===== src/shared/wdt_regs.svh =====
// Timing constants, field widths and reset values of the windowed watchdog
`ifndef WDT_REGS_SVH
`define WDT_REGS_SVH

// Core clock period and nominal low-power RC oscillator rate
`define WD_CLK_NS 100
`define WD_OSC_KHZ 32
// Core clock cycles per oscillator period, rounded down (31.25 us / 100 ns)
`define WD_OSC_DIV_CYC ((1000000 / `WD_OSC_KHZ) / `WD_CLK_NS)

// Prescaler widths: 5 bits for divide-by-32, 7 bits for divide-by-128
`define WD_PRE_EXP_SHORT 5
`define WD_PRE_EXP_LONG 7
// Nominal prescaler periods in ms at 32 kHz
`define WD_PRE_SHORT_MS 1
`define WD_PRE_LONG_MS 4

// Postscaler select field: four bits, code n gives ratio 2**n
`define WD_POST_W 4
// Combined prescaler and postscaler count width (7 + 15)
`define WD_CNT_W 22

// Reset values
`define WD_SOFT_EN_RST 1'b0
`define WD_FLAG_RST 1'b0

`endif


===== src/shared/wdt_pkg.sv =====
// Types shared by the windowed watchdog design
package wdt_pkg;

  // Run state versus sleep or idle
  typedef enum logic {WDT_ST_RUN, WDT_ST_SAVE} wdt_state_e;

  // Combined prescaler and postscaler count
  typedef logic [21:0] wdt_count_t;

endpackage


===== src/core/wdt_core.sv =====
// Windowed watchdog timer with prescaler, postscaler and sleep wake-up
//
// Operation
// Counter runs only from RC oscillator, enabled together.
// Oscillator input treated as nominal 32 kHz.
// Prescaler divides by 32 or 128.
// Prescaler period nominally 1 ms or 4 ms.
// Postscaler selects one of sixteen ratios.
// Any device reset clears all counts.
// Completed clock switch clears all counts.
// Power-save instruction clears all counts.
// Leaving sleep or idle clears all counts.
// Clear instruction in run clears all counts.
// Watchdog keeps counting in sleep or idle.
// Timeout in sleep or idle wakes device.
// Software clears sleep and idle flags itself.
// Timeout flag sticky until software clears it.
// Fixed enable bit forces watchdog always on.
// Otherwise software enable bit controls watchdog.
// Software enable bit cleared by device reset.
// Early clear in window mode causes reset.
// Software clears only in last quarter.
// Prescale select one gives 128, zero 32.
// Postscale code n gives ratio two to n.
// Forced on, software disable has no effect.
// Run-mode timeout resets device, sets flag.
// Period equals prescaler period times postscaler ratio.
`include "wdt_regs.svh"

module wdt_core
  import wdt_pkg::*;
(
  // Clock and reset
  input wire logic i_clk,
  input wire logic i_nrst,
  // Fixed configuration bits
  input wire logic i_wd_fixed_enable,
  input wire logic i_wd_window_disable,
  input wire logic i_wd_prescale_select,
  input wire logic [3:0] i_wd_postscale_select,
  // Software enable bit write port
  input wire logic i_soft_en_wr,
  input wire logic i_soft_en_wdata,
  // Timeout flag clear from software
  input wire logic i_flag_clr,
  // Core events
  input wire logic i_dev_reset,
  input wire logic i_clk_switch_done,
  input wire logic i_power_save_instr,
  input wire logic i_wake_event,
  input wire logic i_wd_clear_instr,
  // Status and results
  output logic o_low_power_rc_osc_en,
  output logic o_wd_soft_enable,
  output logic o_wd_timeout_flag,
  output logic o_in_power_save,
  output logic o_wd_reset,
  output logic o_wake
);

  localparam logic [8:0] OSC_LAST = 9'(`WD_OSC_DIV_CYC - 1);

  wdt_state_e state_r, state_nxt;
  wdt_count_t cnt_r, cnt_nxt;
  logic [8:0] osc_div_r, osc_div_nxt;
  logic soft_en_r, soft_en_nxt;
  logic flag_r, flag_nxt;
  logic wd_reset_r, wd_reset_nxt;
  logic wake_r, wake_nxt;

  logic en_w;
  logic tick_w;
  logic [4:0] exp_w;
  logic [22:0] period_w;
  wdt_count_t term_w;
  logic [22:0] qstart_w;
  logic early_w;
  logic early_err_w;
  logic exit_w;
  logic clr_w;
  logic timeout_w;

  // Enable: fixed bit overrides the software bit
  assign en_w = i_wd_fixed_enable | soft_en_r;

  // The oscillator runs exactly when the watchdog is enabled
  assign o_low_power_rc_osc_en = en_w;

  // Oscillator tick, one per nominal 32 kHz period
  assign tick_w = en_w & (osc_div_r == OSC_LAST);

  // Period exponent: prescaler width plus postscaler code
  always_comb
  begin
    exp_w = (i_wd_prescale_select ? 5'(`WD_PRE_EXP_LONG)
                                  : 5'(`WD_PRE_EXP_SHORT));
    exp_w = exp_w + {1'b0, i_wd_postscale_select};
    period_w = 23'h000001 << exp_w;
    term_w = period_w[21:0] - 22'h000001;
    qstart_w = period_w - (period_w >> 2);
  end

  // Window check: clearing before the last quarter is early
  assign early_w = ({1'b0, cnt_r} < qstart_w);
  assign early_err_w = en_w & (state_r == WDT_ST_RUN) & i_wd_clear_instr
                       & ~i_wd_window_disable & early_w;

  // Leaving sleep or idle on another wake source
  assign exit_w = (state_r == WDT_ST_SAVE) & i_wake_event;

  // Every cause that clears the prescaler and postscaler together
  assign clr_w = i_dev_reset | wd_reset_r
                 | i_clk_switch_done
                 | (i_power_save_instr & (state_r == WDT_ST_RUN))
                 | exit_w
                 | (i_wd_clear_instr & (state_r == WDT_ST_RUN))
                 | ~en_w;

  // Timeout when the count reaches the selected period; a clear wins
  assign timeout_w = tick_w & (cnt_r == term_w) & ~clr_w;

  // Count next values; the count keeps running in sleep or idle
  always_comb
  begin
    osc_div_nxt = osc_div_r;
    cnt_nxt = cnt_r;
    if (clr_w)
    begin
      osc_div_nxt = 9'h000;
      cnt_nxt = '0;
    end
    else if (tick_w)
    begin
      osc_div_nxt = 9'h000;
      cnt_nxt = timeout_w ? '0 : cnt_r + 22'h000001;
    end
    else
    begin
      osc_div_nxt = osc_div_r + 9'h001;
    end
  end

  // Count registers
  always_ff @(posedge i_clk)
  begin
    if (!i_nrst)
    begin
      osc_div_r <= 9'h000;
      cnt_r <= '0;
    end
    else
    begin
      osc_div_r <= osc_div_nxt;
      cnt_r <= cnt_nxt;
    end
  end

  // Run and power-save state next value
  always_comb
  begin
    state_nxt = state_r;
    case (state_r)
      WDT_ST_RUN:
      begin
        if (i_power_save_instr && !i_dev_reset && !wd_reset_r)
        begin
          state_nxt = WDT_ST_SAVE;
        end
      end
      WDT_ST_SAVE:
      begin
        if (i_dev_reset || wd_reset_r || i_wake_event || timeout_w)
        begin
          state_nxt = WDT_ST_RUN;
        end
      end
      default:
      begin
        state_nxt = WDT_ST_RUN;
      end
    endcase
  end

  // Software enable, flag and result pulses next values
  always_comb
  begin
    soft_en_nxt = soft_en_r;
    if (i_dev_reset || wd_reset_r)
    begin
      soft_en_nxt = `WD_SOFT_EN_RST;
    end
    else if (i_soft_en_wr)
    begin
      soft_en_nxt = i_soft_en_wdata;
    end
    // Set wins over a clear arriving in the same cycle
    flag_nxt = timeout_w | (flag_r & ~i_flag_clr);
    // A reset issued here is a device reset for the next cycle
    wd_reset_nxt = early_err_w | (timeout_w & (state_r == WDT_ST_RUN));
    wake_nxt = timeout_w & (state_r == WDT_ST_SAVE);
  end

  // Control registers; the flag survives resets other than power-on
  always_ff @(posedge i_clk)
  begin
    if (!i_nrst)
    begin
      state_r <= WDT_ST_RUN;
      soft_en_r <= `WD_SOFT_EN_RST;
      flag_r <= `WD_FLAG_RST;
      wd_reset_r <= 1'b0;
      wake_r <= 1'b0;
    end
    else
    begin
      state_r <= state_nxt;
      soft_en_r <= soft_en_nxt;
      flag_r <= flag_nxt;
      wd_reset_r <= wd_reset_nxt;
      wake_r <= wake_nxt;
    end
  end

  // Outputs from registers
  assign o_wd_soft_enable = soft_en_r;
  assign o_wd_timeout_flag = flag_r;
  assign o_in_power_save = (state_r == WDT_ST_SAVE);
  assign o_wd_reset = wd_reset_r;
  assign o_wake = wake_r;
endmodule


===== config.mk =====
export PLATFORM = sky130hd
export DESIGN_NAME = wdt_core
export DESIGN_NICKNAME = d
export VERILOG_FILES = /design/src/shared/wdt_pkg.sv /design/src/core/wdt_core.sv
export VERILOG_INCLUDE_DIRS = /design/src /design/src/shared
export SDC_FILE = /design/constraint.sdc
export NUM_CORES = 1
export LEC_CHECK = 0
export BUFFER_PORTS_ARGS = -buffer_cell sky130_fd_sc_hd__buf_2
export CORE_MARGIN = 2
export CORE_UTILIZATION = 57
export DETAILED_ROUTE_END_ITERATION = 12
export PLACE_DENSITY = 0.78
export SLEW_MARGIN = 20
export SYNTH_ARGS = -nofsm -noshare
export SYNTH_HDL_FRONTEND = slang
export SYNTH_SLANG_ARGS = --single-unit

===== constraint.sdc =====
create_clock -name i_clk -period 3.6 [get_ports i_clk]
set_input_delay 0 -clock i_clk [delete_from_list [all_inputs] [get_ports i_clk]]
set_output_delay 0 -clock i_clk [all_outputs]
set_load 0.02 [all_outputs]

Word-level counts from Yosys, hierarchy flattened
Cells that the tools add are included.
Widths: inputs -> output; s select.
{"block": "word_totals", "reg_bits": 36, "output_inout_bits": 6, "elab_cells": 59}
{"block": "classes", "add_sub_neg": 5, "n_lt_le_gt_ge": 1, "n_eq_ne": 2, "shift": 1, "n_mux": 5, "n_bitwise": 28, "reduce_logical": 10}
{"op": "$lt 22x23->1", "n": 1}
{"op": "$shl 1x5->23 const A", "n": 1}
{"op": "$sub 23x21->23", "n": 1}
{"op": "$add 22x1->22 const B", "n": 1}
{"op": "$eq 22x22->1", "n": 1}
{"op": "$mux 22", "n": 1}
{"op": "$sub 22x1->22 const B", "n": 1}
{"op": "$and 1x1->1", "n": 13}
{"op": "$add 9x1->9 const B", "n": 1}
{"op": "$eq 9x9->1 const B", "n": 1}
{"op": "$or 1x1->1", "n": 9}
{"op": "$not 1->1", "n": 6}
{"op": "$add 3x4->5", "n": 1}
{"op": "$reduce_or 2->1", "n": 2}
{"op": "$logic_or 1x1->1", "n": 3}
{"op": "$reduce_or 3->1", "n": 1}
{"op": "$logic_and 1x1->1", "n": 2}
{"op": "$logic_not 1->1", "n": 2}
{"op": "$mux 1", "n": 2}
{"op": "$mux 2", "n": 1}
{"op": "$pmux 1 s2", "n": 1}

Logic depth before layout (Yosys ltp)
Gate-level depths: netlist of the first run.
{"block": "logic_depth", "word_depth": 11, "ltp_mapped": 21, "depth_no_buf": 19}

Worst setup path after synthesis of the first run
OpenSTA, ideal clock, no wires.
{"block": "synth_timing", "path_type": "input to register", "from": "in i_wd_prescale_select", "to": "reg wd_reset_r, in the netlist o_wd_reset", "setup_ns": 0.128, "t_arrival_ns": 3.687, "path_slack_ns": -0.214, "cell_stages": 21, "path_cell_list": "ha_1 buf_2 buf_4 nor2_1 nand3_1 inv_1 ha_1 clkbuf_1 nand4_1 nor3_1 o41ai_1 a211oi_1 o21ai_0 a31oi_1 mux2i_1 nand2_1 ha_1 nand3_1 a311o_1 o211ai_1 o211ai_2"}
{"block": "synth_via", "elab_chain_len": 9, "elab_cells_between_ends": 12, "cone_classes": "add/sub: 3; order compare: 1; eq/ne: 1; shift: 1; mux: 1; bitwise: 5"}
{"element": "from (decl)", "line_no": "wdt_core.sv:39", "rtl": "input wire logic i_wd_prescale_select,"}
{"element": "$mux 2 (*)", "line_no": "wdt_core.sv:95", "rtl": "exp_w = (i_wd_prescale_select ? 5'(`WD_PRE_EXP_LONG)"}
{"element": "$add 3x4->5 (*)", "line_no": "wdt_core.sv:97", "rtl": "exp_w = exp_w + {1'b0, i_wd_postscale_select};"}
{"element": "$shl 1x5->23 (*)", "line_no": "wdt_core.sv:98", "rtl": "period_w = 23'h000001 << exp_w;"}
{"element": "parallel branches: the longest is 5 deep, another holds $sub 23x21->23"}
{"element": "$or 1x1->1 (*)", "line_no": "wdt_core.sv:199", "rtl": "wd_reset_nxt = early_err_w | (timeout_w & (state_r == WDT_ST_RUN));"}
{"element": "to (signal assigned)", "line_no": "wdt_core.sv:219", "rtl": "wd_reset_r <= wd_reset_nxt;"}
{"element": "to (decl)", "line_no": "wdt_core.sv:68", "rtl": "logic wd_reset_r, wd_reset_nxt;"}
Mark *: on every way between the ends.
A chain may end at the register's enable or synchronous reset.

Final worst setup path of the first run
{"block": "layout_timing", "from": "in i_wd_postscale_select[1]", "to": "reg wd_reset_r, in the netlist o_wd_reset"}
{"block": "layout_via", "elab_chain_len": 8, "elab_cells_between_ends": 11, "cone_classes": "add/sub: 3; order compare: 1; eq/ne: 1; shift: 1; bitwise: 5"}
{"element": "from (decl)", "line_no": "wdt_core.sv:40", "rtl": "input wire logic [3:0] i_wd_postscale_select,"}
{"element": "$add 3x4->5 (*)", "line_no": "wdt_core.sv:97"}
{"element": "$shl 1x5->23 (*)", "line_no": "wdt_core.sv:98"}
{"element": "parallel branches: the longest is 5 deep, another holds $sub 23x21->23"}
{"element": "$or 1x1->1 (*)", "line_no": "wdt_core.sv:199"}
Marked as above.

==> results of run 1 <==
-- critical path, stage by stage --
cell	delay [ns]
buf_2	0.12
ha_4	0.31
nor2b_4	0.18
nand3_1	0.17
ha_4	0.34
nand4_1	0.15
nor3_2	0.25
o41ai_2	0.15
a211oi_2	0.30
o21ai_1	0.15
a31oi_2	0.26
mux2i_1	0.20
nand2_1	0.07
ha_1	0.31
nand3_1	0.10
a311o_1	0.28
o211ai_1	0.12
o211ai_2	0.11
-- metal layers --
| layer | wire [um] | vias to the layer above | GRT usage |
|---|---|---|---|
| li1 | - | 2020 | - |
| met1 | 4640 | 1910 | 0.357 |
| met2 | 5080 | 108 | 0.470 |
| met3 | 445 | 21 | 0.0377 |
| met4 | 170 | 0 | 0.0615 |
| met5 | 0 | - | 0 |
-- flip-flops by register name, summed over array words and instances (netlist names) --
signal	count
cnt_r	22
o_in_power_save	1
o_wake	1
o_wd_reset	1
o_wd_soft_enable	1
o_wd_timeout_flag	1
osc_div_r	9
-- how the worst max path moves through the flow --
stage,end
floorplan,o_wd_reset
global placement,o_wd_reset
detailed placement,o_wd_reset
CTS,o_wd_reset
global route,o_wd_reset
finish,o_wd_reset
-- layout by cell type, fill, tap and decap left out, types with 4 or more instances in the layout --
cell	synthesis	routed
nand4_1	8	8
xor2_1	25	24
nor3_1	7	6
a21o_1	10	10
nor4_1	6	6
or3_1	4	4
a31oi_1	5	4
dlygate4sd3_1	0	6
o21ai_0	30	28
clkbuf_8	0	5
and3_1	8	8
a21oi_1	30	30
mux2i_1	4	4
conb_1	2	12
nand2b_1	11	11
o211ai_1	6	6
nor2b_1	10	9
inv_1	32	32
dfxtp_1	36	36
and4_1	4	4
nor2_1	64	62
xnor2_1	32	32
buf_4	3	45
ha_1	46	44
buf_2	8	22
nand3_1	28	28
or2_2	4	4
nand2_1	38	38
a211oi_1	8	6
-- stage by stage --
step / cells / total power [uW] / setup TNS (ns) / cell area (um^2) / hold WS [ns]
global route: 698 / 1350 / -0.0751 / 4730 / 0.0860
floorplan: 541 / 741 / 0 / 4030 / 0.123
CTS: 696 / 1230 / 0 / 4640 / 0.0169
global placement: 682 / 867 / -0.0949 / 4470 / 0.250
finish: 698 / 1270 / 0 / 4730 / 0.0660
detailed placement: 682 / 884 / -0.341 / 4470 / 0.265
-- final cells by class --
type	instances	area [um^2]	area share
clock buffer	6	72.6	0.0153
clock inverter	2	35.0	0.00740
inverter	32	120	0.0254
multi-input combinational	453	3160	0.667
sequential	36	721	0.152
tap	96	120	0.0254
timing repair buffer	73	508	0.107
-- where the power goes --
group	leakage, uW	internal, uW	switching (uW)
Combinational	0.00174	247	274
Sequential	0.000290	400	2.13
Clock	0.0000552	205	141
Total	0.00209	852	417
-- cell families after synthesis --
group	share of synthesized area
AND/OR/NAND/NOR	0.270
AO/OA/AOI/OAI	0.202
XOR/XNOR	0.125
buffers and inverters	0.0581
adder cells (fa/ha/maj)	0.149
flip-flops	0.181
multiplexers	0.0129
other	0.00188
-- timing repair --
action	CTS	global route
resized for setup	1	14
endpoints found under the setup margin	1	2
pin swaps	0	3
cloned	0	0
hold endpoints to repair	4	0
buffers inserted	0	2
hold buffers	6	0
==> results.md, run 1 <==
* Area leader, netlist: dfxtp_1
* R2R Setup Slk at 0.28 ns
* Area Overhead vs Synth at 18.7%
* Worst-path maximum fanout at 6
* Worst vdd ir at 0.235 mV
* Die area at between 7000 and 8000 um^2
* Sequential share of the synthesized area at 0.181
* Setup slack after layout at between 0.15 and 0.2 ns
* Min cycle time layout at approximately 3.4 ns
* Clk buf depth at 2
* Hold Path End: o_wd_soft_enable
* Worst r2r dst: o_in_power_save
* Hold crit path type: input port to register
* First-pass GRT wire length at 16.7 mm
* Hold Startpoint: i_dev_reset
* DP Wirelength at 7.98 mm
* Finish-stage setup viols at 0
* Post-synth top cells: nor2_1, ha_1, nand2_1
* FF+latch count, synth at 36
* Antenna violations before repair at 0
* Row cnt at 30
* Mapped Cells at approximately 530
* Cells taking the most area after synthesis: dfxtp_1, ha_1, xnor2_1
* Crit end category: register
* Worst skew pair latency at roughly 0.29 ns
* DRT antenna net count at 0
* PortBufs at 22
* Clock slew at reported path FFs at 0.07 ns
* Final Core Density at 0.697
* Status: complete, no violations
* Fin crit share at 0.945
* H-tree depth at 2
* Critical path arrival at roughly 3.6 ns
* Static leakage at approximately 0.0021 uW
* Worst slack, placed at -0.341 ns
* Share of layout cells above drive strength 1 at 0.161
* Die extent in x at around 88 um
* Count of cell types in the netlist at 67
* Total CTS buffers at 5
* Nets at between 600 and 700
* Clk sink count at 36
* Vias in the first global route at 3675
* Die Height at 87.6 um
* Top Ports at 23
* Fill cells at roughly 570
* Top-count cell post-synth: nor2_1
* Final RePlAce weighted congestion at around 0.95
* DR pass1 iterations at 5
* Post-synth EDFFs at 0
* Clock root buffer master: clkbuf_8
* Core area at about 6800 um^2
* Synthesized area per cell at approximately 7.5 um^2
* Fmax at between 200 and 300 MHz
* Top_reg_cell synth: dfxtp_1
* WL/cell at approximately 15 um
* CTS tree: yes
* Ys Warns at 0
* PD cells at ~270 nW/um^2
* Synth top area share at 0.181
* Total congestion overflow at 0
* Clock Skew at ~0.0041 ns
* Setup CP Type: input port to register
* N_diodes at 0
* Req. time, crit path at around 3.8 ns
* Hold depth at 4
* Gr usage total at 0.271
* Worst Setup SP: i_wd_postscale_select[1]
* Routed Wire Length at 10.3 mm
* Worst r2r src: osc_div_r[0]
* Slew Viols, Final at 0
* Reg2Reg Depth at 10
* DR DRC count at 0
* Synthesized cell area at roughly 4000 um^2
* Starting density of the core at 0.587
* Initial DRC count at slightly below 300
* Routed vias/inst at 5.82
* Startpoint Class: input port
* Largest net degree at the start of global routing at 22
* Max Cap Viol at 0
* Asr flop ratio synth at 0
* Vias post-DR at approximately 4100
* Fin. Hold Viols at 0
Note: power is estimated with default switching activity, not from simulation.
==> inputs of run 2 (changes only) <==
--- a/config.mk
+++ b/config.mk
@@ -7,6 +7,7 @@
 export NUM_CORES = 1
 export LEC_CHECK = 0
 export BUFFER_PORTS_ARGS = -buffer_cell sky130_fd_sc_hd__buf_2
+export CORE_ASPECT_RATIO = 0.6
 export CORE_MARGIN = 2
 export CORE_UTILIZATION = 57
 export DETAILED_ROUTE_END_ITERATION = 12
==> run 2 against run 1 <==
Effect of this change: largest cell class unchanged; register-to-register slack improved by 0.03 ns; global-route usage rose by 2.6 points; sequential power barely moved; sequential cell count did not move; combinational power fell by 3%; total power rose by 7.0%; count of clock-buffer cells in the layout rose by 1; cell count fell by 2.4%; largest power group unchanged.
==> results.md, run 2 (synthesis gave the netlist of run 1 again) <==
* Status: complete, no violations
* Clk sink count at 36 (unchanged)
* Worst r2r dst: cnt_r[17]
* Area Overhead vs Synth at 18.4%
* Met2 wire len at 4.69 mm (-7.6%)
* Final RePlAce weighted congestion at 0.971 (+1.7%)
* Vias in the first global route at 3667 (-0.22%)
* Worst Setup EP: o_wd_reset
* Antenna violations before repair at 0 (unchanged)
* Min cycle time layout at 3.40 ns (-0.00479 ns)
* Largest net degree at the start of global routing at 34 (+55%)
* Post-CTS setup buffers at 0 (unchanged)
* Share of layout cells above drive strength 1 at 0.155 (-0.00625)
* Worst skew pair latency at 0.28 ns (about the same)
* Non-Filler Instances at 681 (-2.4%)
* Placement Cell Area at 4440 um^2 (-0.75%)
* Top sig layer: met4
* Static leakage at 0.00208 uW (-0.39%)
* R2R Setup Slk at 0.31 ns (+0.03 ns)
* Vias post-DR at 4122 (+1.6%)
* Max stage delay on crit path at 0.30 ns (-0.04 ns)
* First-pass GRT wire length at 18.1 mm (+8.2%)
* Total CTS buffers at 5 (unchanged)
* Clock root buffer master: clkbuf_16
* Startpoint Class: input port
* H-tree depth at 2 (unchanged)
* Fill cells at 556 (-2.8%)
* Commonest non-fill, non-tap cell in the layout: nor2_1
* PD cells at 288 nW/um^2 (+7.3%)
* Top Family by Delay on Critical Path: compound AO/OA/AOI/OAI gates
* DRT antenna net count at 0 (unchanged)
* N_diodes at 0 (unchanged)
* DP Wirelength at 8.59 mm (+7.6%)
* Worst rel slew slack at 0.558
* Clk buf depth at 2 (unchanged)
* DR DRC count at 0 (unchanged)
* Fin. Hold Viols at 0 (unchanged)
* Critical path arrival at 3.56 ns (about the same)
* Regs by FF count: cnt_r (22), osc_div_r (9)
* Die area at 7700 um^2 (+0.28%)
* CTS tree: yes
* Worst-path maximum fanout at 4 (-2)
* Setup CP Type: input port to register
* Worst vdd ir at 0.286 mV (+21%)
* Finish-stage setup viols at 0 (unchanged)
* Worst Setup SP: i_wd_postscale_select[2]
* Number of flip-flops in the largest register at 22 (unchanged)
* Core area at 6730 um^2 (-0.88%)
* Slew Viols, Final at 0 (unchanged)
* Final Core Density at 0.701 (+0.00454)
* Crit end category: register
* Top Ports at 23 (unchanged)
* Routed vias/inst at 6.05 (+4.1%)
* Met3 routed WL at 942 um (+110%)
* Met1 wire length at 5.53 mm (+19%)
* DR pass1 iterations at 6 (+1)
* Req. time, crit path at 3.77 ns (about the same)
* Worst-margin pin slew at approximately 0.66 ns
* Fmax at 294 MHz (+0.14%)
* Fin crit share at 0.944 (-0.00133)
* CP Buf/Inv Count at 3 (+2)
* Worst r2r src: osc_div_r[0]
* Total congestion overflow at 0 (unchanged)
* Nets at 658 (-1.1%)
* Reg2Reg Depth at 9 (-1)
* Most frequent cells in the layout: nor2_1, ha_1, buf_4
* Power Total at 1360 uW (+7.0%)
* Worst path depth at 20 (+2)
* Die Height at 68.8 um (-22%)
* Crit-path slowest cell: or2_2
* Initial DRC count at 440 (+50%)
* Hold slack at 0.00691 ns (-0.0591 ns)
* Clock Skew at 0.00490 ns (+0.000795 ns)
* Gr usage total at 0.297 (+0.0259)
* Routed Wire Length at 11.4 mm (+11%)
* Max Cap Viol at 0 (unchanged)
* Largest Register: cnt_r
* Critical-path cell list: buf_2 > or2_2 > nor2_1 > nand2_1 > inv_1 > ha_1 > buf_4 > nor3_1 > nor3_2 > o41ai_4 > a211oi_2 > o21ai_1 > a31oi_2 > mux2i_1 > nand2_1 > ha_1 > nand3_1 > a311o_1 > o211ai_1 > o211ai_2
* Clock slew at reported path FFs at 0.05 ns (-0.02 ns)
* Die extent in x at 112 um (+28%)
* Hold crit path type: input port to register
* Starting density of the core at 0.592 (+0.00523)
* Placed instance count at 670 (-1.8%)
* WL/cell at 16.8 um (+13%)
* PortBufs at 22 (unchanged)
* Row cnt at 23 (-23%)
* Post-route cell area at 4720 um^2 (-0.24%)
==> run 2: changes by cell type in the layout (fill, tap and decap cells not counted), sizes merged <==
| cell | delta |
|---|---|
| buf | -5 |
| bufinv | -1 |
| clkbuf | +1 |
| clkinv | -1 |
| dlygate4sd3 | -2 |
==> run 2: worst min-delay path by stage <==
stage	cells past startpoint	slack, ns	to	from
CTS	3	0.003	o_in_power_save	i_wake_event
floorplan	2	0.12	o_wake	i_nrst
global placement	3	0.27	o_wd_soft_enable	i_soft_en_wdata
detailed placement	3	0.26	o_wd_soft_enable	i_soft_en_wdata
global route	3	0.03	o_in_power_save	i_wake_event
finish	3	0.007	o_in_power_save	i_wake_event
==> run 2: power by group <==
group          switching, uW  internal, uW  total (uW)
combinational            271           232         503
sequential              2.16           400         403
clock                    163           290         453
==> run 2: final cells by class <==
type                       count  area (um^2)  share of cell area
clock buffer                   7          153              0.0323
inverter                      32          120              0.0254
multi-input combinational    453         3170               0.671
sequential                    36          721               0.153
tap                           87          109              0.0231
timing repair buffer          66          450              0.0954
==> run 2: metal layers <==
| metal | track usage | up-vias |
|---|---|---|
| met3 | 0.0551 | 34 |
| met1 | 0.434 | 1880 |
| met5 | 0 | - |
| met4 | 0.0915 | 0 |
| li1 | - | 2007 |
| met2 | 0.445 | 201 |
==> run 2: what timing repair did <==
action                                  4_1_cts  5_1_grt
gates resized for setup                       0       19
hold buffers                                  4        0
endpoints found under the setup margin        0        1
hold endpoints to repair                      3        0
==> run 2: worst register-to-register path, stage by stage, from the launching register on <==
cell	delay, ns
dfxtp_1	0.37
ha_1	0.25
and4_1	0.30
and4b_1	0.40
o211ai_1	0.19
a2111o_1	0.40
nand4b_1	0.17
or4_1	0.65
nand2b_4	0.33
nor2_1	0.11
==> run 2: through the flow <==
step                      worst slack (ns)  setup TNS, ns
final                                0.203              0
after floorplan                     0.0272              0
after global routing               -0.0550        -0.0550
after global placement              -0.169         -0.169
after detailed placement            -0.259         -0.259
after CTS                           0.0197              0
==> inputs of run 3 (changes only) <==
--- a/config.mk
+++ b/config.mk
@@ -9,9 +9,10 @@
 export BUFFER_PORTS_ARGS = -buffer_cell sky130_fd_sc_hd__buf_2
 export CORE_ASPECT_RATIO = 0.6
 export CORE_MARGIN = 2
-export CORE_UTILIZATION = 57
+export CORE_UTILIZATION = 58
+export CTS_BUF_LIST = sky130_fd_sc_hd__clkbuf_8
 export DETAILED_ROUTE_END_ITERATION = 12
-export PLACE_DENSITY = 0.78
+export PLACE_DENSITY = 0.79
 export SLEW_MARGIN = 20
 export SYNTH_ARGS = -nofsm -noshare
 export SYNTH_HDL_FRONTEND = slang
==> constraint.sdc (replaced) <==
create_clock -name i_clk -period 3.1 [get_ports i_clk]
set_input_delay 0 -clock i_clk [delete_from_list [all_inputs] [get_ports i_clk]]
set_output_delay 0 -clock i_clk [all_outputs]
set_load 0.02 [all_outputs]
==> run 3 against run 2 <==
Effect of this change: the flow now finishes with violations (setup timing); worst hold slack better by 0.077 ns; sequential cell count stayed put; die area shrank 1.6%; total power up 18%; largest power group unchanged.
==> results.md, run 3 (synthesis gave the netlist of run 1 again) <==
* Nets at 702 (+6.7%)
* H-tree depth at 2 (unchanged)
* Row cnt at 23 (unchanged)
* Final Core Density at 0.791 (+0.0900)
* Worst rel slew slack at 0.612 (+0.0536)
* DR pass1 iterations at 6 (unchanged)
* Clk sink count at 36 (unchanged)
* Failing checks: setup timing
* WL/cell at 17.6 um (+4.8%)
* RSZ-0062 raised after global routing: yes
* Worst-margin pin slew at 0.580 ns (-0.0786 ns)
* Worst slack, placed at -0.632 ns (-0.373 ns)
* Commonest non-fill, non-tap cell in the layout: buf_4
* Fmax at between 300 and 400 MHz
* Die area at 7580 um^2 (-1.6%)
* PD cells at 304 nW/um^2 (+5.7%)
* Die extent in x at 111 um (-0.83%)
* Placement Cell Area at 4780 um^2 (+7.6%)
* Starting density of the core at 0.597 (+0.00510)
* Hold depth at 3 (unchanged)
* DRT antenna net count at 0 (unchanged)
* Fin. Hold Viols at 0 (unchanged)
* Vias in the first global route at 4074 (+11%)
* CTS tree: yes
* Regs by FF count: cnt_r (22), osc_div_r (9)
* Gr usage total at 0.324 (+0.0274)
* Total CTS buffers at 5 (unchanged)
* Most used cell, CP: buf_4
* Vias post-DR at 4422 (+7.3%)
* Routed Wire Length at 12.8 mm (+12%)
* Max Cap Viol at 0 (unchanged)
* Clk buf depth at 2 (unchanged)
* Fill cells at 467 (-16%)
* Max stage delay on crit path at 0.33 ns (+0.03 ns)
* Routed vias/inst at 6.09 (+0.63%)
* Crit-path slowest cell: ha_1
* Slew Viols, Final at 0 (unchanged)
* Static leakage at 0.00232 uW (+12%)
* Post-route cell area at 5280 um^2 (+12%)
* Number of flip-flops in the largest register at 22 (unchanged)
* Finish-stage setup viols at 1 (+1)
* DP Wirelength at 9.40 mm (+9.4%)
* N_diodes at 0 (unchanged)
* Clock Skew at 0.00747 ns (+0.00257 ns)
* Worst vdd ir at 0.404 mV (+41%)
* Fin crit share at 1.06
* Core area at 6680 um^2 (-0.85%)
* Crit end category: register
* PortBufs at 22 (unchanged)
* Worst path depth at 22 (+10%)
* Worst-path maximum fanout at 6 (+2)
* Largest Register: cnt_r
* Top Family by Delay on Critical Path: buffers and inverters
* Startpoint Class: input port
* Worst skew pair latency at 0.30 ns (+0.02 ns)
* Total congestion overflow at 0 (unchanged)
* Initial DRC count at 450 (+2.3%)
* Area Overhead vs Synth at 32.4%
* Critical path arrival at 3.47 ns (-0.09 ns)
* Die Height at 68.2 um (-0.81%)
* Status: finished with violations
* Share of layout cells above drive strength 1 at 0.258 (+0.103)
* Critical-path cell list: buf_6 > ha_4 > nand2b_4 > nor2_4 > buf_4 > buf_4 > buf_4 > buf_4 > buf_4 > buf_4 > nand2_2 > inv_1 > ha_1 > a21oi_1 > a31oi_4 > buf_4 > xnor2_1 > ha_1 > nand3_2 > a311o_1 > o211ai_1 > o211ai_2
* Clock slew at reported path FFs at 0.08 ns (+0.03 ns)
* Req. time, crit path at 3.28 ns (-0.49 ns)
* Most frequent cells in the layout: buf_4, nor2_1, ha_1, dfxtp_1, nand2_1
* CP Buf/Inv Count at 9 (+6)
* Setup_tns at -0.186 ns (-0.186 ns)
* Hold slack at 0.0842 ns (+0.0773 ns)
* DR DRC count at 0 (unchanged)
* Setup CP Type: input port to register
* Clock root buffer master: clkbuf_8
* Setup slack after layout at -0.186 ns (-0.389 ns)
* Min cycle time layout at 3.29 ns
* Hold crit path type: input port to register
* Antenna violations before repair at 0 (unchanged)
* Top Ports at 23 (unchanged)
* First-pass GRT wire length at 19.7 mm (+8.5%)
* Final RePlAce weighted congestion at 0.974 (+0.33%)
* Reg2Reg Depth at 9 (unchanged)
* Largest net degree at the start of global routing at 27 (-21%)
## run 3: worst register-to-register path, cell delays in order (launching register included)
cell and delay [ns]:
dfxtp_1 0.35, ha_1 0.23, and4_1 0.28, and4b_1 0.27, o211ai_1 0.15, a2111o_1 0.40
nand4b_1 0.17, or4_4 0.54, nand2b_2 0.29, nor2_1 0.10
## run 3: cell type report
cell class              count  area, um^2  share of cell area
well taps                  87         109              0.0206
clock inverters             3        38.8             0.00734
multi-input cells         454        3430               0.649
repair buffers            109         798               0.151
inverters                  32         120              0.0227
flip-flops and latches     36         721               0.136
clock buffers               5        68.8              0.0130
## run 3: routing by layer
layer,vias up,share of wire,GRT usage
met2,191,0.45,0.557
li1,2099,-,-
met1,2091,0.45,0.438
met3,41,0.082,0.0549
met5,-,0,0
met4,0,0.023,0.0710
## run 3: repair_timing
action / CTS / global route
buffers inserted: 10 / 2
resized for setup: 26 / 19
gates cloned: 0 / 1
setup endpoints to repair: 1 / 22
endpoints found under the hold margin: 4 / 0
pin swaps: 22 / 14
hold buffers: 6 / 0
## run 3: final timing paths
kind                                 start           end  slack, ns
setup reg to reg              osc_div_r[0]      cnt_r[8]       0.21
hold reg to reg               osc_div_r[0]  osc_div_r[0]       0.45
hold / removal         i_wd_window_disable    o_wd_reset       0.08
setup / recovery  i_wd_postscale_select[1]    o_wd_reset      -0.19
## run 3: metrics by stage
stage | total power (uW) | cells
after floorplan | 888 | 541
after global placement | 1050 | 699
after detailed placement | 1070 | 699
after CTS | 1540 | 723
after global routing | 1680 | 726
final | 1610 | 726
## run 3: where the power goes
part	internal [uW]	switching, uW	total (uW)	leakage (uW)
registers	464	1.21	465	0.000290
logic	353	372	725	0.00197
clock network	236	179	415	0.0000593
